--- src/llsi_pkg.sv ---
// Purpose: Constants and types for the lock-loss status and interrupt block
// Assumes: Register index = byte address / 4 on a 32-bit AXI4-Lite bus
// Notes: Frequency error and thresholds are in units of 0.1 ppm

package llsi_pkg;

   // ----------------------------------------------------------------
   // Register indices
   // ----------------------------------------------------------------
   localparam logic [9:0] IDX_LOS_LIVE = 10'h00C;
   localparam logic [9:0] IDX_LOCK_LIVE = 10'h00E;
   localparam logic [9:0] IDX_LOS_FLAG = 10'h011;
   localparam logic [9:0] IDX_LOCK_FLAG = 10'h013;
   localparam logic [9:0] IDX_LOCK_MASK = 10'h017;
   localparam logic [9:0] IDX_LOS_MASK = 10'h018;
   localparam logic [9:0] IDX_SET_THR = 10'h09E;
   localparam logic [9:0] IDX_CLR_THR = 10'h0A0;
   localparam logic [9:0] IDX_TIMER_EN = 10'h0A2;
   localparam logic [9:0] IDX_DELAY0 = 10'h0A8;
   localparam logic [9:0] IDX_DELAY1 = 10'h0A9;
   localparam logic [9:0] IDX_DELAY2 = 10'h0AA;
   localparam logic [9:0] IDX_DELAY3 = 10'h0AB;

   // ----------------------------------------------------------------
   // Field positions and widths
   // ----------------------------------------------------------------
   localparam int LOCK_BIT = 1;
   localparam int TIMER_BIT = 1;
   localparam int THR_LSB = 4;
   localparam int NUM_LOS = 4;
   localparam int ERR_W = 24;
   localparam int DELAY_W = 35;
   localparam int ADDR_W = 12;

   // ----------------------------------------------------------------
   // Reset values and responses
   // ----------------------------------------------------------------
   localparam logic [3:0] SET_THR_RST = 4'h0;
   localparam logic [3:0] CLR_THR_RST = 4'h2;
   localparam logic [3:0] LOS_MASK_RST = 4'hF;
   localparam logic LOCK_MASK_RST = 1'b0;
   localparam logic [1:0] RESP_OKAY = 2'h0;
   localparam logic [1:0] RESP_DECERR = 2'h3;

   // ----------------------------------------------------------------
   // Threshold table, 0.2 ppm up to 20000 ppm in 0.1 ppm units
   // ----------------------------------------------------------------
   localparam logic [23:0] THR_0 = 24'h00_0002;
   localparam logic [23:0] THR_1 = 24'h00_0006;
   localparam logic [23:0] THR_2 = 24'h00_0014;
   localparam logic [23:0] THR_3 = 24'h00_003C;
   localparam logic [23:0] THR_4 = 24'h00_00C8;
   localparam logic [23:0] THR_5 = 24'h00_0258;
   localparam logic [23:0] THR_6 = 24'h00_07D0;
   localparam logic [23:0] THR_7 = 24'h00_1770;
   localparam logic [23:0] THR_8 = 24'h00_4E20;
   localparam logic [23:0] THR_9 = 24'h00_EA60;
   localparam logic [23:0] THR_10 = 24'h03_0D40;

   // ----------------------------------------------------------------
   // State of the block
   // ----------------------------------------------------------------
   typedef struct packed {
      logic live;
      logic flag;
      logic [3:0] los_flag;
      logic [3:0] set_thr;
      logic [3:0] clr_thr;
      logic timer_en;
      logic [34:0] delay;
      logic [34:0] cnt;
      logic lock_mask;
      logic [3:0] los_mask;
      logic interrupt_out_n_n;
      logic awready;
      logic wready;
      logic bvalid;
      logic [1:0] bresp;
      logic aw_got;
      logic w_got;
      logic [9:0] awidx;
      logic [31:0] wdata;
      logic [3:0] wstrb;
      logic arready;
      logic rvalid;
      logic [1:0] rresp;
      logic [31:0] rdata;
   } llsi_state_s;

   localparam llsi_state_s ST_RESET = '{
      set_thr: SET_THR_RST,
      clr_thr: CLR_THR_RST,
      lock_mask: LOCK_MASK_RST,
      los_mask: LOS_MASK_RST,
      interrupt_out_n_n: 1'b1,
      default: '0
   };

endpackage

--- src/llsi_top.sv ---
// Purpose: Lock-loss monitor with hysteresis, clear delay, sticky flags and interrupt
// Assumes: All inputs synchronous to I_CLK_SYS; AXI4-Lite register access
// Notes: Clear delay counts clock cycles of I_CLK_SYS
//
// Our own choice: the AXI4-Lite slave port.

`timescale 1ns/1ps

module llsi_top (
   // Clock and reset
   input wire logic I_CLK_SYS,
   input wire logic I_RST_N,
   // Monitor inputs
   input wire logic [23:0] I_FREQ_ERR,
   input wire logic [3:0] I_LOS,
   // Status pins
   output logic O_LOCK_LOSS,
   output logic O_INTERRUPT_OUT_N_N,
   // AXI4-Lite write address and data
   input wire logic [11:0] I_AXI_AWADDR,
   input wire logic I_AXI_AWVALID,
   output logic O_AXI_AWREADY,
   input wire logic [31:0] I_AXI_WDATA,
   input wire logic [3:0] I_AXI_WSTRB,
   input wire logic I_AXI_WVALID,
   output logic O_AXI_WREADY,
   // AXI4-Lite write response
   output logic [1:0] O_AXI_BRESP,
   output logic O_AXI_BVALID,
   input wire logic I_AXI_BREADY,
   // AXI4-Lite read
   input wire logic [11:0] I_AXI_ARADDR,
   input wire logic I_AXI_ARVALID,
   output logic O_AXI_ARREADY,
   output logic [31:0] O_AXI_RDATA,
   output logic [1:0] O_AXI_RRESP,
   output logic O_AXI_RVALID,
   input wire logic I_AXI_RREADY
);

   // ----------------------------------------------------------------
   // Decode helpers
   // ----------------------------------------------------------------
   function automatic logic [23:0] thr_val(input logic [3:0] sel);
      case (sel)
         4'h0: thr_val = llsi_pkg::THR_0;
         4'h1: thr_val = llsi_pkg::THR_1;
         4'h2: thr_val = llsi_pkg::THR_2;
         4'h3: thr_val = llsi_pkg::THR_3;
         4'h4: thr_val = llsi_pkg::THR_4;
         4'h5: thr_val = llsi_pkg::THR_5;
         4'h6: thr_val = llsi_pkg::THR_6;
         4'h7: thr_val = llsi_pkg::THR_7;
         4'h8: thr_val = llsi_pkg::THR_8;
         4'h9: thr_val = llsi_pkg::THR_9;
         default: thr_val = llsi_pkg::THR_10;
      endcase
   endfunction

   function automatic logic is_mapped(input logic [9:0] idx);
      case (idx)
         llsi_pkg::IDX_LOS_LIVE, llsi_pkg::IDX_LOCK_LIVE, llsi_pkg::IDX_LOS_FLAG,
         llsi_pkg::IDX_LOCK_FLAG, llsi_pkg::IDX_LOCK_MASK, llsi_pkg::IDX_LOS_MASK,
         llsi_pkg::IDX_SET_THR, llsi_pkg::IDX_CLR_THR, llsi_pkg::IDX_TIMER_EN,
         llsi_pkg::IDX_DELAY0, llsi_pkg::IDX_DELAY1, llsi_pkg::IDX_DELAY2,
         llsi_pkg::IDX_DELAY3: is_mapped = 1'b1;
         default: is_mapped = 1'b0;
      endcase
   endfunction

   function automatic logic [31:0] rd_word(input logic [9:0] idx,
                                           input llsi_pkg::llsi_state_s s,
                                           input logic [3:0] los);
      rd_word = 32'h0000_0000;
      case (idx)
         llsi_pkg::IDX_LOS_LIVE: rd_word[3:0] = los;
         llsi_pkg::IDX_LOCK_LIVE: rd_word[llsi_pkg::LOCK_BIT] = s.live;
         llsi_pkg::IDX_LOS_FLAG: rd_word[3:0] = s.los_flag;
         llsi_pkg::IDX_LOCK_FLAG: rd_word[llsi_pkg::LOCK_BIT] = s.flag;
         llsi_pkg::IDX_LOCK_MASK: rd_word[llsi_pkg::LOCK_BIT] = s.lock_mask;
         llsi_pkg::IDX_LOS_MASK: rd_word[3:0] = s.los_mask;
         llsi_pkg::IDX_SET_THR: rd_word[7:4] = s.set_thr;
         llsi_pkg::IDX_CLR_THR: rd_word[7:4] = s.clr_thr;
         llsi_pkg::IDX_TIMER_EN: rd_word[llsi_pkg::TIMER_BIT] = s.timer_en;
         llsi_pkg::IDX_DELAY0: rd_word[7:0] = s.delay[7:0];
         llsi_pkg::IDX_DELAY1: rd_word[7:0] = s.delay[15:8];
         llsi_pkg::IDX_DELAY2: rd_word[7:0] = s.delay[23:16];
         llsi_pkg::IDX_DELAY3: rd_word[10:0] = s.delay[34:24];
         default: rd_word = 32'h0000_0000;
      endcase
   endfunction

   // ----------------------------------------------------------------
   // State
   // ----------------------------------------------------------------
   llsi_pkg::llsi_state_s st_reg;
   llsi_pkg::llsi_state_s st_next;

   always_comb begin
      logic set_hit;
      logic clr_ok;
      logic do_wr;
      logic [9:0] aridx;
      set_hit = 1'b0;
      clr_ok = 1'b0;
      do_wr = 1'b0;
      aridx = I_AXI_ARADDR[11:2];
      st_next = st_reg;

      // ----------------------------------------------------------------
      // Lock monitor
      // ----------------------------------------------------------------
      set_hit = I_FREQ_ERR > thr_val(st_reg.set_thr);
      clr_ok = I_FREQ_ERR <= thr_val(st_reg.clr_thr);
      if (set_hit) begin
         st_next.live = 1'b1;
         st_next.cnt = '0;
      end else if (st_reg.live && clr_ok) begin
         if (!st_reg.timer_en) begin
            st_next.live = 1'b0;
            st_next.cnt = '0;
         end else if (st_reg.cnt >= st_reg.delay) begin
            st_next.live = 1'b0;
            st_next.cnt = '0;
         end else begin
            st_next.cnt = st_reg.cnt + 35'h0_0000_0001;
         end
      end else begin
         // Restart the delay if the error leaves the clear window
         st_next.cnt = '0;
      end

      // ----------------------------------------------------------------
      // AXI4-Lite write channel
      // ----------------------------------------------------------------
      if (st_reg.awready && I_AXI_AWVALID) begin
         st_next.aw_got = 1'b1;
         st_next.awidx = I_AXI_AWADDR[11:2];
      end
      if (st_reg.wready && I_AXI_WVALID) begin
         st_next.w_got = 1'b1;
         st_next.wdata = I_AXI_WDATA;
         st_next.wstrb = I_AXI_WSTRB;
      end
      do_wr = st_reg.aw_got && st_reg.w_got && !st_reg.bvalid;
      if (do_wr) begin
         st_next.aw_got = 1'b0;
         st_next.w_got = 1'b0;
         st_next.bvalid = 1'b1;
         st_next.bresp = is_mapped(st_reg.awidx) ? llsi_pkg::RESP_OKAY : llsi_pkg::RESP_DECERR;
         if (st_reg.wstrb[0]) begin
            case (st_reg.awidx)
               llsi_pkg::IDX_LOCK_FLAG: begin
                  // Clear refused while the alarm is live
                  if (!st_reg.wdata[llsi_pkg::LOCK_BIT] && !st_reg.live && !st_next.live) begin
                     st_next.flag = 1'b0;
                  end
               end
               llsi_pkg::IDX_LOS_FLAG: st_next.los_flag = st_reg.los_flag & (st_reg.wdata[3:0] | I_LOS);
               llsi_pkg::IDX_LOCK_MASK: st_next.lock_mask = st_reg.wdata[llsi_pkg::LOCK_BIT];
               llsi_pkg::IDX_LOS_MASK: st_next.los_mask = st_reg.wdata[3:0];
               llsi_pkg::IDX_SET_THR: st_next.set_thr = st_reg.wdata[7:4];
               llsi_pkg::IDX_CLR_THR: st_next.clr_thr = st_reg.wdata[7:4];
               llsi_pkg::IDX_TIMER_EN: st_next.timer_en = st_reg.wdata[llsi_pkg::TIMER_BIT];
               llsi_pkg::IDX_DELAY0: st_next.delay[7:0] = st_reg.wdata[7:0];
               llsi_pkg::IDX_DELAY1: st_next.delay[15:8] = st_reg.wdata[7:0];
               llsi_pkg::IDX_DELAY2: st_next.delay[23:16] = st_reg.wdata[7:0];
               llsi_pkg::IDX_DELAY3: st_next.delay[31:24] = st_reg.wdata[7:0];
               default: st_next.flag = st_next.flag;
            endcase
         end
         if (st_reg.wstrb[1] && st_reg.awidx == llsi_pkg::IDX_DELAY3) begin
            st_next.delay[34:32] = st_reg.wdata[10:8];
         end
      end
      if (st_reg.bvalid && I_AXI_BREADY) begin
         st_next.bvalid = 1'b0;
      end
      st_next.awready = !st_next.aw_got && !st_next.bvalid;
      st_next.wready = !st_next.w_got && !st_next.bvalid;

      // ----------------------------------------------------------------
      // Sticky flags; a set in the clearing cycle wins
      // ----------------------------------------------------------------
      st_next.flag = st_next.flag | st_next.live;
      st_next.los_flag = st_next.los_flag | I_LOS;

      // ----------------------------------------------------------------
      // AXI4-Lite read channel
      // ----------------------------------------------------------------
      if (st_reg.arready && I_AXI_ARVALID) begin
         st_next.rvalid = 1'b1;
         st_next.rdata = rd_word(aridx, st_reg, I_LOS);
         st_next.rresp = is_mapped(aridx) ? llsi_pkg::RESP_OKAY : llsi_pkg::RESP_DECERR;
      end else if (st_reg.rvalid && I_AXI_RREADY) begin
         st_next.rvalid = 1'b0;
      end
      st_next.arready = !st_next.rvalid;

      // ----------------------------------------------------------------
      // Interrupt, active low
      // ----------------------------------------------------------------
      st_next.interrupt_out_n_n = !((st_next.flag && !st_next.lock_mask) ||
                         |(st_next.los_flag & ~st_next.los_mask));
   end

   always_ff @(posedge I_CLK_SYS or negedge I_RST_N) begin
      if (!I_RST_N) begin
         st_reg <= llsi_pkg::ST_RESET;
      end else begin
         st_reg <= st_next;
      end
   end

   // ----------------------------------------------------------------
   // Outputs
   // ----------------------------------------------------------------
   assign O_LOCK_LOSS = st_reg.live;
   assign O_INTERRUPT_OUT_N_N = st_reg.interrupt_out_n_n;
   assign O_AXI_AWREADY = st_reg.awready;
   assign O_AXI_WREADY = st_reg.wready;
   assign O_AXI_BVALID = st_reg.bvalid;
   assign O_AXI_BRESP = st_reg.bresp;
   assign O_AXI_ARREADY = st_reg.arready;
   assign O_AXI_RVALID = st_reg.rvalid;
   assign O_AXI_RDATA = st_reg.rdata;
   assign O_AXI_RRESP = st_reg.rresp;

endmodule // llsi_top

--- config.mk ---
export PLATFORM = sky130hd
export DESIGN_NAME = llsi_top
export DESIGN_NICKNAME = d
export VERILOG_FILES = /design/src/llsi_pkg.sv /design/src/llsi_top.sv
export SDC_FILE = /design/constraint.sdc
export NUM_CORES = 1
export LEC_CHECK = 0
export BUFFER_PORTS_ARGS = -buffer_cell sky130_fd_sc_hd__buf_2
export CAP_MARGIN = 0
export CELL_PAD_IN_SITES_DETAIL_PLACEMENT = 0
export CELL_PAD_IN_SITES_GLOBAL_PLACEMENT = 1
export CORE_ASPECT_RATIO = 2
export CORE_UTILIZATION = 40
export CTS_CLUSTER_DIAMETER = 50
export DETAILED_ROUTE_END_ITERATION = 7
export GPL_ROUTABILITY_DRIVEN = 0
export PLACE_DENSITY_LB_ADDON = 0.1
export SLEW_MARGIN = 20
export SYNTH_ARGS = -nofsm -noshare
export SYNTH_HDL_FRONTEND = slang
export SYNTH_SLANG_ARGS = --single-unit
--- constraint.sdc ---
create_clock -name I_CLK_SYS -period 3.9 [get_ports I_CLK_SYS]
set_clock_uncertainty 0.1 [all_clocks]
set_input_delay 0.39 -clock I_CLK_SYS [delete_from_list [all_inputs] [get_ports I_CLK_SYS]]
set_output_delay 0.39 -clock I_CLK_SYS [all_outputs]
set_load 0.1 [all_outputs]
Word level (Yosys, flattened, before mapping)
Memory sizes are Yosys's and may differ from the RTL's. Cells that the tools add are included.

Bitwise logic cells: 6. $add $sub $neg: 1. Reductions and logical operators: 36. Magnitude comparators: 3. Eq/ne operators: 26. Multiplexer cells: 43.

Operators with widths (count): == test 10 x 8 -> 1 bit, second input constant (14); two-way mux 35 bit (4); == test 10 x 5 -> 1 bit, second input constant (8); two-way mux 49 bit (1); == test 10 x 4 -> 1 bit, second input constant (4); adder 35 x 1 -> 35 bit, second input constant (1); >= comparator 35 bit (1); two-way mux 32 bit (1); two-way mux 8 bit (4); OR reduction 13 bit (2); > comparator 24 bit (1); <= comparator 24 bit (1); one-hot mux 4 bit (6 select lines) (1); AND reduction 3 bit (7); two-way mux 1 bit (17); two-way mux 4 bit (4); two-way mux 5 bit (3); logical AND 1 bit (14); two-way mux 14 bit (1); one-hot mux 2 bit (7 select lines) (1); one-hot mux 1 bit (11 select lines) (1); logical NOT 1 bit (10); AND 4 bit (2); bitwise OR 4 bit (2); other kinds (8) (10).

Memories: 2. ROM bits: 544. Word-level logic and storage cells: 145. Bits of input ports: 95. Register bits: 136. Output and inout port bits: 43.

Memories: (no name shown) (depth 16, width 17, rd ports 1, clocked after memory_dff 0, write ports 0, RTL line llsi_top.sv:45) `case (sel)`; (no name shown) (depth 16, width 17, rd ports 1, clocked after memory_dff 0, write ports 0, RTL line llsi_top.sv:45).

Depth between registers and ports, before layout
Gate-level depths: netlist of the first run.

Word-level depth: 16. Gate-level depth with buffers: 13. Depth with buffers taken out: 10.

Worst setup path before layout of the first run
OpenSTA, ideal clock, no wires.

Path kind: reg2reg. Start point: register st_reg[167] (netlist name). End point: register st_reg[121] (netlist name). Arrival time: 2588 ps. Setup time: 80 ps. Data required time: 3720 ps. Stages on the path, launching flop included: 12. Slack: 1132 ps. Path through: dfstp_2 > clkbuf_1 > o21ai_0 > ha_1 > a21oi_1 > nand2_1 > a2111oi_2 > o311ai_1 > a21o_1 > buf_2 > buf_2 > nor3_2.

RTL lines: start: declaration (RTL line llsi_top.sv:96) `llsi_pkg::llsi_state_s st_reg;`; start signal: assignment (RTL line llsi_top.sv:209) `st_reg <= llsi_pkg::ST_RESET;`; start signal: assignment (RTL line llsi_top.sv:211) `st_reg <= st_next;`.

==> run_results.csv, run 1 <==
group,metric,value,unit
run_status,status,"finished, violations left",
run_status,violations,"negative hold slack",
place,hpwl,18.9,mm
synth,yosysMostFrequentCell,"dfrtp_1",
cts,htree_levels,4,
setup_path,crit_chain,"nor2_1, nand3_1, ha_1, nand4_1, nor3_1, o31ai_1, o311ai_1, a21o_1, buf_4, nor3_1",
route,vias_per_cell,5.35,
floorplanning,fp.dieH,208,µm
synth,syn_area_per_cell,9.66,µm²
synth,yosys_warnings,0,
floorplanning,pin_count,138,
route,drc_errors,0,
timing,rsz0062_at_grt,"no",
timing,finalSetupTns,0,ps
route,dr_wl_met3,658,µm
setup_path,rr_endpoint,"st_reg[99]$_DFF_PN0_",
synth,ys.flop_type,"dfrtp_1",
synth,synth-edff-count,0,
floorplanning,fp.dieArea,0.0219,mm²
route,first_pass_iters,4,
timing,report.final.slew_viol_count,0,
place,placed_cell_area,0.00904,mm²
setup_path,crit_slowest_cell,"dfrtp_1",
synth,syn-cell-area,0.00853,mm²
timing,max_slew_margin,33.5,%
route,ant_nets,0,
place,numPortBuffers,89,
synth,synthTopCellsByCount,"dfrtp_1, nand2_1, ha_1",
setup_path,cp.required,4090,ps
cts,clock_latency,440,ps
route,highest_layer,"met4",
power,vdd_ir_drop_max,0.474,mV
global_route,antenna_found_initial,0,
job,drv_cap,0,
layout,antenna_cells,0,
floorplanning,fp.coreArea,0.0209,mm²
global_route,grt_remaining_overflow,0,
layout,area_growth,13.4,%
cts,numCtsBuffers,17,
synth,yosysSeqAreaShare,39.4,%
layout,final_util,46.2,%
route,vias,6613,
timing,setup_viol,0,
timing,whs,-17.1,ps
cts,cts_setup_buffers,0,
worst_hold_path,hold_path.class,"in -> async",
cts,cts-root-buf,"clkbuf_16",
route,wl_met2,14.2,mm
cts,ctsHoldBuffers,0,
layout,stdcell_area,0.00967,mm²
synth,synth_top_cell_area_share,37.6,%
timing,tightest_slew,996,ps
global_route,grt_pass1_vias,6919,
floorplanning,start_util,40.7,%
global_route,grt_pass1_wl,37.6,mm
floorplanning,fp.dieW,105,µm
synth,ys_types,67,
layout,final_nets,1118,
timing,fin_crit_sh,80.5,%
global_route,grt.total_usage,22.9,%
setup_path,cp-end-kind,"flop",
floorplanning,rows,75,
place,dp_slack,722,ps
layout,seqCellArea,0.00336,mm²
setup_path,slowest_delay,510,ps
layout,multiInputGateArea,0.00463,mm²
power,power_density,464,mW/mm²
timing,setup_slack,760,ps
route,wl_met1,8.27,mm
setup_path,crit_path_start_kind,"flop",
setup_path,worstReg2RegStart,"st_reg[168]$_DFFE_PN0P_",
power,power_leakage,0.00420,µW
setup_path,cp.arrival,3330,ps
route,wl,24.0,mm
synth,yosys-top-cells-area,"dfrtp_1, ha_1, mux2_2, nand2_1, buf_4",
timing,fin_crit,3140,ps
global_route,grt_max_degree,111,
cts,cts_tree,"built",
setup_path,path_common_cell,"nor3_1",
route,wl_per_cell,19.4,µm
timing,fmax,0.318,GHz
layout,fillers,2079,
cts,cts_resized,0,
setup_path,critPathLaunch,"st_reg[168]$_DFFE_PN0P_",
route,drtIter0Drc,357,
setup_path,critPathKind,"reg -> reg",
timing,hold_viol,9,
cts,clock_sinks,134,
layout,layout-drive-gt1-share,23.1,%
synth,synthArstFlopShare,100,%
setup_path,worstSetupEndpoint,"st_reg[99]$_DFF_PN0_",
cts,clkTransAtPathRegs,60,ps
synth,yosys.area.top_type,"dfrtp_1",
setup_path,rrSetupSlack,760,ps
layout,largest_register_ffs,114,
setup_path,cp_max_fo,35,
synth,ys_ff_latch,134,
cts,clk_path_buf_depth,2,
setup_path,r2r_cells,10,
synth,synth_cells,883,
[layout make-up]
cell class | instances | area share, %
multi-input cells | 650 | 47.9
inverters | 51 | 1.98
flip-flops and latches | 134 | 34.8
well taps | 269 | 3.48
clock buffers | 23 | 5.15
repair buffers | 99 | 5.48
clock inverters | 9 | 1.27
[cells by family after synthesis]
kind of cell | Yosys count | share of synthesized area (%)
AOI/OAI and AO/OA | 148 | 11.2
xor gates and xnor gates | 33 | 3.39
adders and majority gates | 70 | 10.3
buffers and inverters | 119 | 7.20
DFF | 134 | 39.4
muxes | 52 | 7.48
other | 1 | 0.0440
and+or+nand+nor | 326 | 21.0
[per-stage QoR]
step / std cells / hold WS, ps / total power (µW)
3_5_place_dp: 1203 / 366 / 2840
2_1_floorplan: 903 / -5.59 / 2560
4_1_cts: 1235 / 45.8 / 4540
5_1_grt: 1235 / 49.9 / 4700
3_3_place_gp: 1203 / 355 / 2830
6_report: 1235 / -17.1 / 4480
[where the power goes]
group	internal (µW)	switching [µW]	leakage [µW]
Clock	1080	601	0.000309
Combinational	318	638	0.00214
Sequential	1560	278	0.00175
[metal layers]
layer,vias to the layer above,GRT usage (%)
met2,106,46.2
li1,3243,-
met4,0,10.2
met1,3224,21.6
met3,40,4.29
met5,-,0
[placed cells by master, fill, tap and decap left out, drive strengths merged, types with 17 or more instances in the layout]
cell type  instances
a21oi             30
buf               98
clkbuf            24
conb              21
dfrtp            128
ha                70
inv               51
mux2              44
nand2             94
nand3             40
nand4             19
nor2              49
nor3              49
o21ai             52
xor2              17
[how the worst min path moves through the flow]
| stage | from | endpoint | slack (ps) | cells past startpoint |
|---|---|---|---|---|
| after floorplan | I_RST_N | O_AXI_ARREADY$_DFF_PN0_ | -6 | 0 |
| after global placement | O_AXI_RDATA[2]$_DFFE_PN0P_ | O_AXI_RDATA[2]$_DFFE_PN0P_ | 350 | 1 |
| after detailed placement | st_reg[48]$_DFFE_PN0P_ | st_reg[162]$_DFFE_PN0P_ | 370 | 2 |
| after CTS | I_AXI_WVALID | O_AXI_WREADY$_DFF_PN0_ | 50 | 2 |
| after global routing | I_RST_N | O_AXI_RDATA[8]$_DFFE_PN0P_ | 50 | 1 |
| final | I_RST_N | O_AXI_RDATA[9]$_DFFE_PN0P_ | -20 | 1 |
[critical path: cells and delay by family (launching register included)]
family          cells  cell delay, ps
simple gates        5            1130
flops               1             510
compound gates      3             470
buf+inv             1             430
fa+ha+maj           1             340
Note: power is estimated with default switching activity, not from simulation.
==> run 2, diff against run 1 <==
- clock period: 3.9 -> 2.7 ns (I/O delays scaled with it)
==> run_results.csv, run 2 (synthesis results as in run 1) <==
group,metric,value,unit
run_status,status,"finished, violations left",
run_status,violations,"negative setup slack",
route,wl_per_cell,19.8,µm
cts,cts_tree,"built",
timing,fin_crit_sh,102,%
timing,whs,114,ps
setup_path,critPathKind,"reg -> reg",
floorplanning,fp.coreArea,0.0209,mm²
setup_path,cp_max_fo,8,
setup_path,slowest_delay,630,ps
cts,cts-root-buf,"clkbuf_16",
layout,final_util,51.9,%
place,numPortBuffers,89,
route,ant_nets,0,
power,vdd_ir_drop_max,0.562,mV
layout,fillers,1995,
floorplanning,rows,75,
worst_hold_path,hold_path.class,"in -> reg",
route,wl,26.2,mm
global_route,grt_pass1_wl,39.4,mm
layout,area_growth,27.4,%
global_route,grt_pass1_vias,7171,
floorplanning,fp.dieW,105,µm
layout,finalNonFillerCells,1318,
layout,seqCellArea,0.00337,mm²
setup_path,r2r_cells,9,
global_route,gr-usage-met2,48.1,%
setup_path,cp.arrival,3010,ps
power,netSwitchingPower,2270,µW
route,drtIter0Drc,333,
power,pwr-share-clk,35.4,%
cts,numCtsBuffers,17,
layout,layout-drive-gt1-share,31.6,%
job,drv_cap,0,
global_route,grt_remaining_overflow,0,
place,dp_cells,1247,
cts,clock_sinks,134,
timing,tightest_slew,960,ps
global_route,grt.total_usage,24.0,%
route,drc_errors,0,
global_route,use_met1,23.0,%
cts,clk_path_buf_depth,2,
power,p_int,4180,µW
power,power.share.combinational,23.6,%
timing,setup_viol,34,
route,first_pass_iters,5,
power,power_frac_seq,41.0,%
layout,final_cell_mix,"dfrtp_1, nand2_1, buf_2",
floorplanning,fp.dieH,208,µm
timing,max_slew_margin,35.9,%
timing,hold_viol,0,
layout,multiInputGateArea,0.00502,mm²
setup_path,crit_chain,"o21ai_2, ha_1, a21oi_1, nand2_1, a2111oi_4, o311ai_4, a21o_4, buf_8, nor3_2",
floorplanning,start_util,40.7,%
power,power_leakage,0.00491,µW
cts,clock_latency,430,ps
setup_path,cp-end-kind,"flop",
worst_hold_path,holdCritStartpoint,"I_LOS[1]",
route,vias,7067,
worst_hold_path,holdPathStages,4,
setup_path,rrSetupSlack,-50,ps
cts,htree_levels,4,
timing,rsz0062_at_grt,"yes",
timing,fmax,0.363,GHz
layout,layout_commonest_cell,"dfrtp_1",
power,power_density,594,mW/mm²
setup_path,cp.required,2960,ps
floorplanning,fp.dieArea,0.0219,mm²
global_route,grt_max_degree,50,
timing,report.final.slew_viol_count,0,
timing,fin_crit,2750,ps
timing,setup_slack,-52.8,ps
setup_path,crit_slowest_cell,"dfstp_2",
worst_hold_path,min_to,"st_reg[175]$_DFF_PN0_",
setup_path,worstReg2RegStart,"st_reg[167]$_DFFE_PN1P_",
place,hpwl,19.6,mm
route,vias_per_cell,5.36,
global_route,antenna_found_initial,0,
floorplanning,pin_count,138,
setup_path,rr_endpoint,"st_reg[111]$_DFF_PN0_",
cts,clkTransAtPathRegs,60,ps
power,p_sw_share,35.2,%
layout,antenna_cells,0,
setup_path,crit_path_start_kind,"flop",
global_route,grt_util_met3,4.10,%
global_route,grt-busiest-layer,"met2",
layout,final_nets,1201,
layout,largest_register_ffs,114,
==> run 2: timing repair <==
item,in CTS,in global routing
resized for setup,18,69
hold buffers,28,0
pin swaps,1,41
endpoints found under the setup margin,38,38
buffers inserted,1,3
endpoints found under the hold margin,64,0
cloned,0,8
==> run 2: worst max path at each step <==
stage,cells past startpoint,end,from,slack [ps]
6_report,9,st_reg[111]$_DFF_PN0_,st_reg[167]$_DFFE_PN1P_,-50
4_1_cts,10,st_reg[100]$_DFF_PN0_,st_reg[171]$_DFFE_PN0P_,-20
5_1_grt,12,st_reg[97]$_DFF_PN0_,st_reg[167]$_DFFE_PN1P_,-150
3_5_place_dp,11,st_reg[101]$_DFF_PN0_,st_reg[167]$_DFFE_PN1P_,-110
3_3_place_gp,12,st_reg[129]$_DFF_PN0_,st_reg[171]$_DFFE_PN0P_,-90
2_1_floorplan,12,st_reg[110]$_DFF_PN0_,st_reg[170]$_DFFE_PN0P_,6
==> run 2: critical path: cells and delay by family, from the launching register on <==
kind            cells  cell delay (ps)
flops               1              630
buf+inv             1              180
fa+ha+maj           1              340
simple gates        2              260
compound gates      5             1150
==> run 2: layout make-up <==
class / count / area share (%)
multi-input cells: 650 / 46.2
flip-flops and latches: 134 / 31.0
repair buffers: 182 / 12.6
clock buffers: 19 / 4.08
well taps: 269 / 3.10
inverters: 51 / 1.80
clock inverters: 13 / 1.21
==> run 2: layer usage <==
layer | routed length, µm | up-vias | part of all wire, %
li1 | - | 3424 | -
met1 | 8900 | 3439 | 34
met2 | 15400 | 149 | 59
met3 | 676 | 55 | 2.6
met4 | 1210 | 0 | 4.6
met5 | 0 | - | 0
==> run 2: through the flow <==
stage / instance area [µm²] / power (µW) / setup WS (ps) / TNS (ps)
CTS: 10400 / 6500 / -18.7 / -167
floorplan: 8610 / 3700 / 5.59 / 0
finish: 10900 / 6450 / -52.8 / -1080
global placement: 9410 / 4140 / -86.0 / -2690
detailed placement: 9410 / 4150 / -115 / -3330
global route: 10900 / 6760 / -150 / -4580
==> run 2: power by group through the flow <==
| stage | Combinational [µW] | Clock, µW | Sequential, µW |
|---|---|---|---|
| after CTS | 1510 | 2340 | 2650 |
| after detailed placement | 1460 | 0 | 2680 |
| after floorplan | 1020 | 0 | 2680 |
| after global placement | 1460 | 0 | 2680 |
| final | 1520 | 2290 | 2640 |
| after global routing | 1640 | 2430 | 2690 |
